[src/voice_serial_audio_pkg.sv]
// constants, register map and field layout of the serial voice audio master
package voice_serial_audio_pkg;

    // clock and frame timing
    localparam int unsigned CLK_HZ          = 40_000_000;
    localparam int unsigned FRAME_HZ        = 8_000;
    localparam int unsigned PCM_SHORT_BITS  = 17;
    localparam int unsigned PCM_LONG_BITS   = 18;
    localparam int unsigned NORM_FRAME_BITS = 32;
    localparam int unsigned SLOT_BITS       = 16;
    localparam int unsigned SAMPLE_W        = 16;
    localparam int unsigned ACC_W           = 27;

    // half-bit tick steps: two clock edges per bit time
    localparam logic [ACC_W-1:0] STEP_PCM_SHORT = ACC_W'(2 * PCM_SHORT_BITS * FRAME_HZ);
    localparam logic [ACC_W-1:0] STEP_PCM_LONG  = ACC_W'(2 * PCM_LONG_BITS * FRAME_HZ);
    localparam logic [ACC_W-1:0] STEP_NORMAL    = ACC_W'(2 * NORM_FRAME_BITS * FRAME_HZ);

    // bit counter values
    localparam logic [4:0] LAST_PCM_SHORT = 5'h10;
    localparam logic [4:0] LAST_PCM_LONG  = 5'h11;
    localparam logic [4:0] LAST_NORMAL    = 5'h1f;
    localparam logic [4:0] SYNC_SHORT     = 5'h01;
    localparam logic [4:0] SYNC_LONG      = 5'h02;
    localparam logic [4:0] SLOT_LEN       = 5'h10;

    // register byte offsets
    localparam logic [7:0] CTRL_OFS   = 8'h00;
    localparam logic [7:0] GAIN_OFS   = 8'h04;
    localparam logic [7:0] STATUS_OFS = 8'h08;

    // control register fields
    localparam int unsigned CTRL_ENABLE    = 0;
    localparam int unsigned CTRL_NORMAL    = 1;
    localparam int unsigned CTRL_SYNC_LONG = 2;
    localparam int unsigned CTRL_TX_FALL   = 3;
    localparam int unsigned CTRL_MSB_DELAY = 4;
    localparam int unsigned CTRL_UL_DIGI   = 5;
    localparam int unsigned CTRL_DL_DIGI   = 6;
    localparam int unsigned CTRL_HANDSFREE = 7;
    localparam int unsigned CTRL_TX_FILT   = 8;
    localparam int unsigned CTRL_RX_FILT   = 9;
    localparam int unsigned CTRL_W         = 10;
    localparam logic [CTRL_W-1:0] CTRL_RESET = 10'h000;

    // gain register: tx gain in [7:0], rx gain in [15:8], unsigned q4.4
    localparam int unsigned GAIN_W     = 8;
    localparam int unsigned GAIN_FRAC  = 4;
    localparam logic [GAIN_W-1:0] GAIN_RESET = 8'h10;

    // status register: last received sample [15:0], bit counter [20:16], strobe [21]
    localparam int unsigned STAT_CNT_LSB = 16;
    localparam int unsigned STAT_STROBE  = 21;

endpackage

[src/voice_serial_tick_gen.sv]
// fractional rate generator giving one-cycle ticks at an average programmable rate
`timescale 1ns/1ps
module voice_serial_tick_gen #(
    parameter int unsigned ACC_W  = 27,
    parameter int unsigned CLK_HZ = 40_000_000
) (
    // clock, reset, enable
    input  wire logic             clk_i,
    input  wire logic             rst_i,
    input  wire logic             ce_i,
    // rate control
    input  wire logic             run_i,
    input  wire logic [ACC_W-1:0] step_i,
    // tick out
    output logic                  tick_o
);

    typedef struct packed {
        logic [ACC_W-1:0] acc;
        logic             tick;
    } tick_state_s;

    localparam logic [ACC_W:0] MODULUS = (ACC_W+1)'(CLK_HZ);

    tick_state_s q_r;
    tick_state_s q_nxt;

    always_comb begin
        logic [ACC_W:0] sum;
        sum = {1'b0, q_r.acc} + {1'b0, step_i};
        q_nxt = q_r;
        q_nxt.tick = 1'b0;
        if (!run_i) begin
            q_nxt.acc = '0;
        end else if (sum >= MODULUS) begin
            q_nxt.acc = ACC_W'(sum - MODULUS);
            q_nxt.tick = 1'b1;
        end else begin
            q_nxt.acc = sum[ACC_W-1:0];
        end
    end

    always_ff @(posedge clk_i) begin
        if (rst_i) begin
            q_r <= '0;
        end else if (ce_i) begin
            q_r <= q_nxt;
        end
    end

    assign tick_o = q_r.tick;

endmodule

[src/voice_serial_audio_master.sv]
// serial voice audio port master with wishbone registers
//
// Design decisions made here: the Wishbone slave port and the register addresses.
`timescale 1ns/1ps
module voice_serial_audio_master #(
    parameter int unsigned ADDR_W   = 8,
    parameter int unsigned SAMPLE_W = voice_serial_audio_pkg::SAMPLE_W
) (
    // clock, reset, enable
    input  wire logic                clk_i,
    input  wire logic                rst_i,
    input  wire logic                ce_i,
    // wishbone slave
    input  wire logic                wb_cyc_i,
    input  wire logic                wb_stb_i,
    input  wire logic                wb_we_i,
    input  wire logic [ADDR_W-1:0]   wb_adr_i,
    input  wire logic [3:0]          wb_sel_i,
    input  wire logic [31:0]         wb_dat_i,
    output logic [31:0]              wb_dat_o,
    output logic                     wb_ack_o,
    // serial link
    output logic                     frame_align_strobe_o,
    output logic                     bit_clk_o,
    output logic                     tx_data_o,
    input  wire logic                rx_data_i,
    // voice processing side
    input  wire logic [SAMPLE_W-1:0] dl_sample_i,
    input  wire logic [SAMPLE_W-1:0] tone_sample_i,
    input  wire logic                tone_active_i,
    output logic [SAMPLE_W-1:0]      ul_sample_o,
    output logic                     ul_valid_o,
    output logic                     frame_tick_o,
    // path routing indications
    output logic                     analog_gain_bypass_o,
    output logic                     hands_free_processing_o
);

    ////////////////////////////////////////////////////////////////////////////////
    // state

    localparam int unsigned CW = voice_serial_audio_pkg::CTRL_W;
    localparam int unsigned GW = voice_serial_audio_pkg::GAIN_W;
    localparam int unsigned AW = voice_serial_audio_pkg::ACC_W;

    typedef struct packed {
        logic [1:0]          rxd_sync;
        logic                bclk;
        logic [4:0]          bit_cnt;
        logic                strobe;
        logic                txd;
        logic [SAMPLE_W-1:0] tx_word;
        logic [SAMPLE_W-1:0] rx_sr;
        logic [SAMPLE_W-1:0] ul_sample;
        logic                ul_valid;
        logic                frame_tick;
        logic [SAMPLE_W-1:0] dl_prev;
        logic [SAMPLE_W-1:0] ul_prev;
        logic [SAMPLE_W-1:0] rx_last;
        logic [CW-1:0]       ctrl;
        logic [GW-1:0]       tx_gain;
        logic [GW-1:0]       rx_gain;
        logic                ack;
        logic [31:0]         rdata;
    } master_state_s;

    localparam master_state_s STATE_RESET = '{
        rxd_sync:   2'h0,
        bclk:       1'b0,
        bit_cnt:    voice_serial_audio_pkg::LAST_NORMAL,
        strobe:     1'b0,
        txd:        1'b0,
        tx_word:    '0,
        rx_sr:      '0,
        ul_sample:  '0,
        ul_valid:   1'b0,
        frame_tick: 1'b0,
        dl_prev:    '0,
        ul_prev:    '0,
        rx_last:    '0,
        ctrl:       voice_serial_audio_pkg::CTRL_RESET,
        tx_gain:    voice_serial_audio_pkg::GAIN_RESET,
        rx_gain:    voice_serial_audio_pkg::GAIN_RESET,
        ack:        1'b0,
        rdata:      32'h0000_0000
    };

    master_state_s q_r;
    master_state_s q_nxt;

    ////////////////////////////////////////////////////////////////////////////////
    // sample arithmetic

    function automatic logic [SAMPLE_W-1:0] sat_f(input logic signed [SAMPLE_W+9:0] v);
        logic signed [SAMPLE_W+9:0] hi;
        logic signed [SAMPLE_W+9:0] lo;
        hi = (SAMPLE_W+10)'($signed({1'b0, {(SAMPLE_W-1){1'b1}}}));
        lo = (SAMPLE_W+10)'($signed({1'b1, {(SAMPLE_W-1){1'b0}}}));
        if (v > hi) begin
            sat_f = {1'b0, {(SAMPLE_W-1){1'b1}}};
        end else if (v < lo) begin
            sat_f = {1'b1, {(SAMPLE_W-1){1'b0}}};
        end else begin
            sat_f = v[SAMPLE_W-1:0];
        end
    endfunction

    // q4.4 gain with saturation
    function automatic logic [SAMPLE_W-1:0] gain_f(input logic [SAMPLE_W-1:0] x,
                                                   input logic [GW-1:0]       g);
        logic signed [SAMPLE_W+9:0] p;
        p = (SAMPLE_W+10)'($signed(x) * $signed({1'b0, g}));
        gain_f = sat_f(p >>> voice_serial_audio_pkg::GAIN_FRAC);
    endfunction

    // two-tap smoothing low-pass
    function automatic logic [SAMPLE_W-1:0] filt_f(input logic [SAMPLE_W-1:0] x,
                                                   input logic [SAMPLE_W-1:0] prev);
        logic signed [SAMPLE_W:0] s;
        s = $signed({x[SAMPLE_W-1], x}) + $signed({prev[SAMPLE_W-1], prev});
        filt_f = s[SAMPLE_W:1];
    endfunction

    ////////////////////////////////////////////////////////////////////////////////
    // mode decode

    logic          enable;
    logic          normal;
    logic          sync_long;
    logic          launch_fall;
    logic          msb_delay;
    logic [4:0]    last_bit;
    logic [4:0]    sync_len;
    logic [AW-1:0] step;
    logic          half_tick;

    always_comb begin
        enable      = q_r.ctrl[voice_serial_audio_pkg::CTRL_ENABLE];
        normal      = q_r.ctrl[voice_serial_audio_pkg::CTRL_NORMAL];
        sync_long   = q_r.ctrl[voice_serial_audio_pkg::CTRL_SYNC_LONG];
        msb_delay   = q_r.ctrl[voice_serial_audio_pkg::CTRL_MSB_DELAY];
        launch_fall = normal && q_r.ctrl[voice_serial_audio_pkg::CTRL_TX_FALL];
        sync_len    = sync_long ? voice_serial_audio_pkg::SYNC_LONG
                                : voice_serial_audio_pkg::SYNC_SHORT;
        if (normal) begin
            last_bit = voice_serial_audio_pkg::LAST_NORMAL;
            step     = voice_serial_audio_pkg::STEP_NORMAL;
        end else if (sync_long) begin
            last_bit = voice_serial_audio_pkg::LAST_PCM_LONG;
            step     = voice_serial_audio_pkg::STEP_PCM_LONG;
        end else begin
            last_bit = voice_serial_audio_pkg::LAST_PCM_SHORT;
            step     = voice_serial_audio_pkg::STEP_PCM_SHORT;
        end
    end

    // two ticks per bit time give both clock edges
    voice_serial_tick_gen #(
        .ACC_W  (AW),
        .CLK_HZ (voice_serial_audio_pkg::CLK_HZ)
    ) u_tick (
        .clk_i  (clk_i),
        .rst_i  (rst_i),
        .ce_i   (ce_i),
        .run_i  (enable),
        .step_i (step),
        .tick_o (half_tick)
    );

    ////////////////////////////////////////////////////////////////////////////////
    // bit position helpers

    // position within a slot after the optional one-bit delay
    function automatic logic [4:0] norm_pos_f(input logic [4:0] b, input logic dly);
        norm_pos_f = b - {4'h0, dly};
    endfunction

    function automatic logic strobe_f(input logic [4:0] b, input logic nrm,
                                      input logic [4:0] slen);
        if (nrm) begin
            strobe_f = (b < voice_serial_audio_pkg::SLOT_LEN);
        end else begin
            strobe_f = (b < slen);
        end
    endfunction

    function automatic logic tx_bit_f(input logic [4:0]          b,
                                      input logic                nrm,
                                      input logic                dly,
                                      input logic [4:0]          slen,
                                      input logic [SAMPLE_W-1:0] w);
        logic [4:0] pos;
        logic [4:0] d;
        pos = norm_pos_f(b, dly);
        d   = b - slen;
        if (nrm) begin
            tx_bit_f = w[4'hf - pos[3:0]];
        end else if (b == 5'h00) begin
            tx_bit_f = 1'b0;
        end else if (b < slen) begin
            tx_bit_f = w[SAMPLE_W-1];
        end else begin
            tx_bit_f = w[4'hf - d[3:0]];
        end
    endfunction

    ////////////////////////////////////////////////////////////////////////////////
    // next state

    logic          launch;
    logic          capture;
    logic          rx_in_slot;
    logic [4:0]    b_next;
    logic [4:0]    cap_pos;
    logic [SAMPLE_W-1:0] dl_proc;
    logic [SAMPLE_W-1:0] ul_proc;
    logic          wb_req;
    logic          addr_hit;

    always_comb begin
        q_nxt = q_r;
        q_nxt.rxd_sync   = {q_r.rxd_sync[0], rx_data_i};
        q_nxt.ul_valid   = 1'b0;
        q_nxt.frame_tick = 1'b0;

        // launch and capture fall on opposite clock edges
        launch  = half_tick && (launch_fall ? q_r.bclk : !q_r.bclk);
        capture = half_tick && (launch_fall ? !q_r.bclk : q_r.bclk);

        b_next = (q_r.bit_cnt >= last_bit) ? 5'h00 : q_r.bit_cnt + 5'h01;
        cap_pos = norm_pos_f(q_r.bit_cnt, msb_delay);
        if (normal) begin
            rx_in_slot = !cap_pos[4];
        end else begin
            rx_in_slot = (q_r.bit_cnt >= sync_len);
        end

        // downlink: filter, gain, tone mix
        dl_proc = q_r.ctrl[voice_serial_audio_pkg::CTRL_TX_FILT]
                ? filt_f(dl_sample_i, q_r.dl_prev) : dl_sample_i;
        dl_proc = gain_f(dl_proc, q_r.tx_gain);
        if (tone_active_i) begin
            dl_proc = sat_f((SAMPLE_W+10)'($signed(dl_proc))
                          + (SAMPLE_W+10)'($signed(tone_sample_i)));
        end
        // uplink: filter, gain
        ul_proc = q_r.ctrl[voice_serial_audio_pkg::CTRL_RX_FILT]
                ? filt_f(q_r.rx_sr, q_r.ul_prev) : q_r.rx_sr;
        ul_proc = gain_f(ul_proc, q_r.rx_gain);

        if (!enable) begin
            q_nxt.bclk    = 1'b0;
            q_nxt.strobe  = 1'b0;
            q_nxt.txd     = 1'b0;
            q_nxt.bit_cnt = voice_serial_audio_pkg::LAST_NORMAL;
        end else begin
            if (half_tick) begin
                q_nxt.bclk = !q_r.bclk;
            end
            if (capture && rx_in_slot) begin
                q_nxt.rx_sr = {q_r.rx_sr[SAMPLE_W-2:0], q_r.rxd_sync[1]};
            end
            if (launch) begin
                q_nxt.bit_cnt = b_next;
                if (b_next == 5'h00) begin
                    // frame boundary: load next word, hand over received one
                    q_nxt.tx_word    = dl_proc;
                    q_nxt.dl_prev    = dl_sample_i;
                    q_nxt.ul_sample  = ul_proc;
                    q_nxt.ul_prev    = q_r.rx_sr;
                    q_nxt.rx_last    = q_r.rx_sr;
                    q_nxt.ul_valid   = 1'b1;
                    q_nxt.frame_tick = 1'b1;
                    q_nxt.txd = tx_bit_f(b_next, normal, msb_delay, sync_len, dl_proc);
                end else begin
                    q_nxt.txd = tx_bit_f(b_next, normal, msb_delay, sync_len,
                                         q_r.tx_word);
                end
                q_nxt.strobe = strobe_f(b_next, normal, sync_len);
            end
        end

        // wishbone: registered ack one cycle after the request
        wb_req   = wb_cyc_i && wb_stb_i && !q_r.ack;
        addr_hit = (wb_adr_i[7:0] == voice_serial_audio_pkg::CTRL_OFS)
                || (wb_adr_i[7:0] == voice_serial_audio_pkg::GAIN_OFS)
                || (wb_adr_i[7:0] == voice_serial_audio_pkg::STATUS_OFS);
        q_nxt.ack   = wb_req;
        q_nxt.rdata = 32'h0000_0000;
        if (wb_req && wb_we_i && addr_hit) begin
            if (wb_adr_i[7:0] == voice_serial_audio_pkg::CTRL_OFS) begin
                if (wb_sel_i[0]) begin
                    q_nxt.ctrl[7:0] = wb_dat_i[7:0];
                end
                if (wb_sel_i[1]) begin
                    q_nxt.ctrl[CW-1:8] = wb_dat_i[CW-1:8];
                end
            end else if (wb_adr_i[7:0] == voice_serial_audio_pkg::GAIN_OFS) begin
                if (wb_sel_i[0]) begin
                    q_nxt.tx_gain = wb_dat_i[7:0];
                end
                if (wb_sel_i[1]) begin
                    q_nxt.rx_gain = wb_dat_i[15:8];
                end
            end
        end else if (wb_req && !wb_we_i) begin
            case (wb_adr_i[7:0])
                voice_serial_audio_pkg::CTRL_OFS: begin
                    q_nxt.rdata[CW-1:0] = q_r.ctrl;
                end
                voice_serial_audio_pkg::GAIN_OFS: begin
                    q_nxt.rdata[15:0] = {q_r.rx_gain, q_r.tx_gain};
                end
                voice_serial_audio_pkg::STATUS_OFS: begin
                    q_nxt.rdata[SAMPLE_W-1:0] = q_r.rx_last;
                    q_nxt.rdata[voice_serial_audio_pkg::STAT_CNT_LSB +: 5] = q_r.bit_cnt;
                    q_nxt.rdata[voice_serial_audio_pkg::STAT_STROBE] = q_r.strobe;
                end
                default: begin
                    q_nxt.rdata = 32'h0000_0000;
                end
            endcase
        end
    end

    ////////////////////////////////////////////////////////////////////////////////
    // registers

    always_ff @(posedge clk_i) begin
        if (rst_i) begin
            q_r <= STATE_RESET;
        end else if (ce_i) begin
            q_r <= q_nxt;
        end
    end

    ////////////////////////////////////////////////////////////////////////////////
    // outputs

    assign wb_dat_o             = q_r.rdata;
    assign wb_ack_o             = q_r.ack;
    assign frame_align_strobe_o = q_r.strobe;
    assign bit_clk_o            = q_r.bclk;
    assign tx_data_o            = q_r.txd;
    assign ul_sample_o          = q_r.ul_sample;
    assign ul_valid_o           = q_r.ul_valid;
    assign frame_tick_o         = q_r.frame_tick;
    assign analog_gain_bypass_o = q_r.ctrl[voice_serial_audio_pkg::CTRL_UL_DIGI]
                               && q_r.ctrl[voice_serial_audio_pkg::CTRL_DL_DIGI];
    assign hands_free_processing_o = q_r.ctrl[voice_serial_audio_pkg::CTRL_HANDSFREE]
                                  && analog_gain_bypass_o;

endmodule

[config.mk]
export PLATFORM = sky130hd
export DESIGN_NAME = voice_serial_audio_master
export DESIGN_NICKNAME = d
export VERILOG_FILES = /design/src/voice_serial_audio_pkg.sv /design/src/voice_serial_tick_gen.sv /design/src/voice_serial_audio_master.sv
export SDC_FILE = /design/constraint.sdc
export NUM_CORES = 1
export LEC_CHECK = 0
export BUFFER_PORTS_ARGS = -buffer_cell sky130_fd_sc_hd__buf_2
export CAP_MARGIN = 40
export CORE_MARGIN = 2
export CORE_UTILIZATION = 42
export DETAILED_ROUTE_END_ITERATION = 16
export GPL_TIMING_DRIVEN = 1
export PLACE_DENSITY = 0.69
export SLEW_MARGIN = 30
export SYNTH_ARGS = -nofsm -noshare
export SYNTH_HDL_FRONTEND = slang
export SYNTH_SLANG_ARGS = --single-unit
[constraint.sdc]
create_clock -name clk_i -period 14.1 [get_ports clk_i]
set_clock_uncertainty 0.2 [all_clocks]
set_input_delay 2.115 -clock clk_i [delete_from_list [all_inputs] [get_ports clk_i]]
set_output_delay 2.115 -clock clk_i [all_outputs]
set_load 0.05 [all_outputs]
==> results.cfg <==
[cells_and_area]
nets = 3023
syn2layout_area_growth_pct = 7.43
fill_cells = 4727
drive_gt1_frac = 0.0884

[global_route]
grt_use_total = 0.209
grt_pass1_wl_um = 87100
antenna_found_initial = 7
overflow = 0
grt_pass1_vias = 17400
grt_start_max_net_pins = 59

[sta]
max_freq_mhz = 73.9
period_share = 0.959
fin_ws_ps = 572
slew_viol_final = 0
slew_headroom = 0.438
finalHoldViolCount = 0
tightest_slew_ps = 820
setup_viol = 0
min_period_ps = 13530

[critical_path]
crit_path_top_delay_cell = fa_1
worst_setup_path_endpoint = tx_data_o
cp.arrival_ps = 13660
cp.required_ps = 14230
crit_start = dl_sample_i[1]
r2r_end = tx_data_o
ff2ff_setup_slack_ps = 2030
cp-start-kind = primary input
crit_fanout = 15
path_class = primary input to register
timing.rr.start = q_r[92]
cpPeakStageDelay_ps = 640
cp-end-kind = register
rr_worst_depth = 45

[logic_synthesis]
yosysSeqAreaShare = 0.155
syn-mean-instance-area_um2 = 8.15
synth_top_area_frac = 0.201
async_flop_share = 0
ys_warn_count = 0
synthFlopType = dfxtp_1
synthDistinctLibCells = 90
synth_seq_cells = 161
synth_area_leaders = fa_1 (20%), dfxtp_1 (15%), ha_1 (9.8%)
yosysTopAreaCell = fa_1
syn_inst = 2552
synth-edff-count = 0
syn_area_um2 = 20800

[power_and_ir_drop]
ir_drop_mv = 0.0805
powerDensity_nw_per_um2 = 49.3
power_mw = 1.10
leakage_nw = 10.2

[routing]
first_pass_iters = 5
vias = 17400
via_per_inst = 5.35
drt-total-wl_um = 52700
first_iter_violations = 1109
routedWlPerCell_um = 16.2
drc_errors = 0
antenna_left = 0

[status]
run_status = finished clean

[min_path]
hold_depth = 2
hp-start = u_tick.q_r[16]
hold_class = register to register

[floorplan]
rows = 81
coreArea_um2 = 49000
die_h_um = 227
num_io_pins = 140
dieArea_um2 = 51300
start_util = 0.425
die_w_um = 227

[clocking]
root_buffer = clkbuf_16
postCtsHoldBufs = 0
cts_buffer_depth = 2
cts_made_buffers = 17
htreeDepth = 4
cts_tree = built
clk_latency_ps = 460
cts_sinks = 161
path_clk_slew_ps = 80

[placed_design]
pre_cts_slack_ps = -91.3
gp_congestion = 0.872
placement.io_buffers = 111
dp_hpwl_um = 41200

[flow_run]
maxCapViolations = 0
[how the worst min path moves through the flow]
| stage | endpoint | slack (ps) |
|---|---|---|
| 4_1_cts | u_tick.q_r[16] | 250 |
| 6_report | u_tick.q_r[16] | 250 |
| 2_1_floorplan | u_tick.q_r[16] | 230 |
| 5_1_grt | u_tick.q_r[17] | 280 |
| 3_5_place_dp | u_tick.q_r[16] | 240 |
| 3_3_place_gp | u_tick.q_r[17] | 240 |
[layout make-up]
| type | instances | area [um2] | share of cell area |
|---|---|---|---|
| sequential | 161 | 3220 | 0.144 |
| antenna | 5 | 12.5 | 0.000560 |
| timing repair buffer | 136 | 768 | 0.0344 |
| tap | 664 | 831 | 0.0372 |
| clock buffer | 17 | 425 | 0.0190 |
| clock inverter | 15 | 178 | 0.00795 |
| multi-input combinational | 1923 | 15700 | 0.702 |
| inverter | 328 | 1230 | 0.0551 |
[layout by cell type (no fill, tap or decap), drive strengths merged, types with 27 or more instances in the layout]
cell type  instances
o21ai             88
buf              135
xnor2             72
and2              77
nor3              31
fa               209
a21o              38
a211oi            27
nand3             33
inv              337
nor2             179
nor2b            103
nand2b            62
xor2              31
mux2i             72
nand2            281
ha               163
dfxtp            161
a21oi            170
[power by group]
group          leakage [nW]  internal [mW]  switching (mW)
Clock                 0.291          0.241           0.245
Sequential             1.30          0.455        0.000296
Combinational          8.65         0.0595           0.101
[state kept, by name (all words and copies together), names as in the netlist]
register              count
q_nxt                     1
frame_align_strobe_o      1
msb_delay                 1
ul_valid_o                1
wb_dat_o                 22
ul_sample_o              16
enable                    1
u_tick.tick_o             1
bit_clk_o                 1
tx_data_o                 1
wb_ack_o                  1
u_tick.q_r               20
q_r                      93
normal                    1
[timing repair]
item | 4_1_cts | 5_1_grt
hold endpoints to repair | 0 | 0
gates resized for setup | 0 | 3
endpoints found under the setup margin | 0 | 1
buffers inserted | 0 | 0
[worst max-delay path, delay by kind of cell]
family	cells	cell delay (ps)
AO/OA/AOI/OAI	27	6340
adder cells (fa/ha/maj)	7	3300
buffers and inverters	8	760
AND/OR/NAND/NOR	4	1140
[metal layers]
metal,wire length [um],part of all wire,up-vias,track usage
li1,-,-,8460,-
met1,23900,0.45,8449,0.273
met2,24800,0.47,405,0.352
met3,2750,0.052,62,0.0363
met4,1260,0.024,2,0.0671
met5,13,0.00025,-,0
[logic make-up after synthesis]
family / Yosys count / synth area share
AOI/OAI and AO/OA: 503 / 0.158
xor gates and xnor gates: 103 / 0.0434
adders and majority gates: 372 / 0.299
buffers and inverters: 477 / 0.0957
DFF: 161 / 0.155
muxes: 96 / 0.0525
other: 1 / 0.000180
and+or+nand+nor: 839 / 0.196
[Yosys cell counts, types with 15 or more instances]
cell type	count
inv_1	327
nand2_1	280
fa_1	209
nor2_1	179
a21oi_1	169
ha_1	163
dfxtp_1	161
nor2b_1	103
clkbuf_1	79
and2_1	76
mux2i_1	72
xnor2_1	72
o21ai_0	64
nand2b_1	62
buf_4	49
a21o_1	37
nand3_1	32
nor3_1	31
xor2_1	31
a211oi_1	26
o21ai_1	23
o21bai_1	21
a31oi_1	18
and3_1	15
buf_1	15
o211ai_1	15
[through the flow]
| stage | util | instances | hold WS (ps) | setup TNS, ps | cell area (um2) |
|---|---|---|---|---|---|
| 2_1_floorplan | - | 2561 | 229 | 0 | 20800 |
| 3_3_place_gp | 0.442 | 3203 | 240 | 0 | 21600 |
| 3_5_place_dp | 0.443 | 3208 | 242 | -91.3 | 21700 |
| 4_1_cts | 0.455 | 3240 | 254 | 0 | 22300 |
| 5_1_grt | 0.456 | 3246 | 281 | -52.3 | 22300 |
| 6_report | 0.457 | 3249 | 249 | 0 | 22400 |
(Power assumes the default switching activity.)
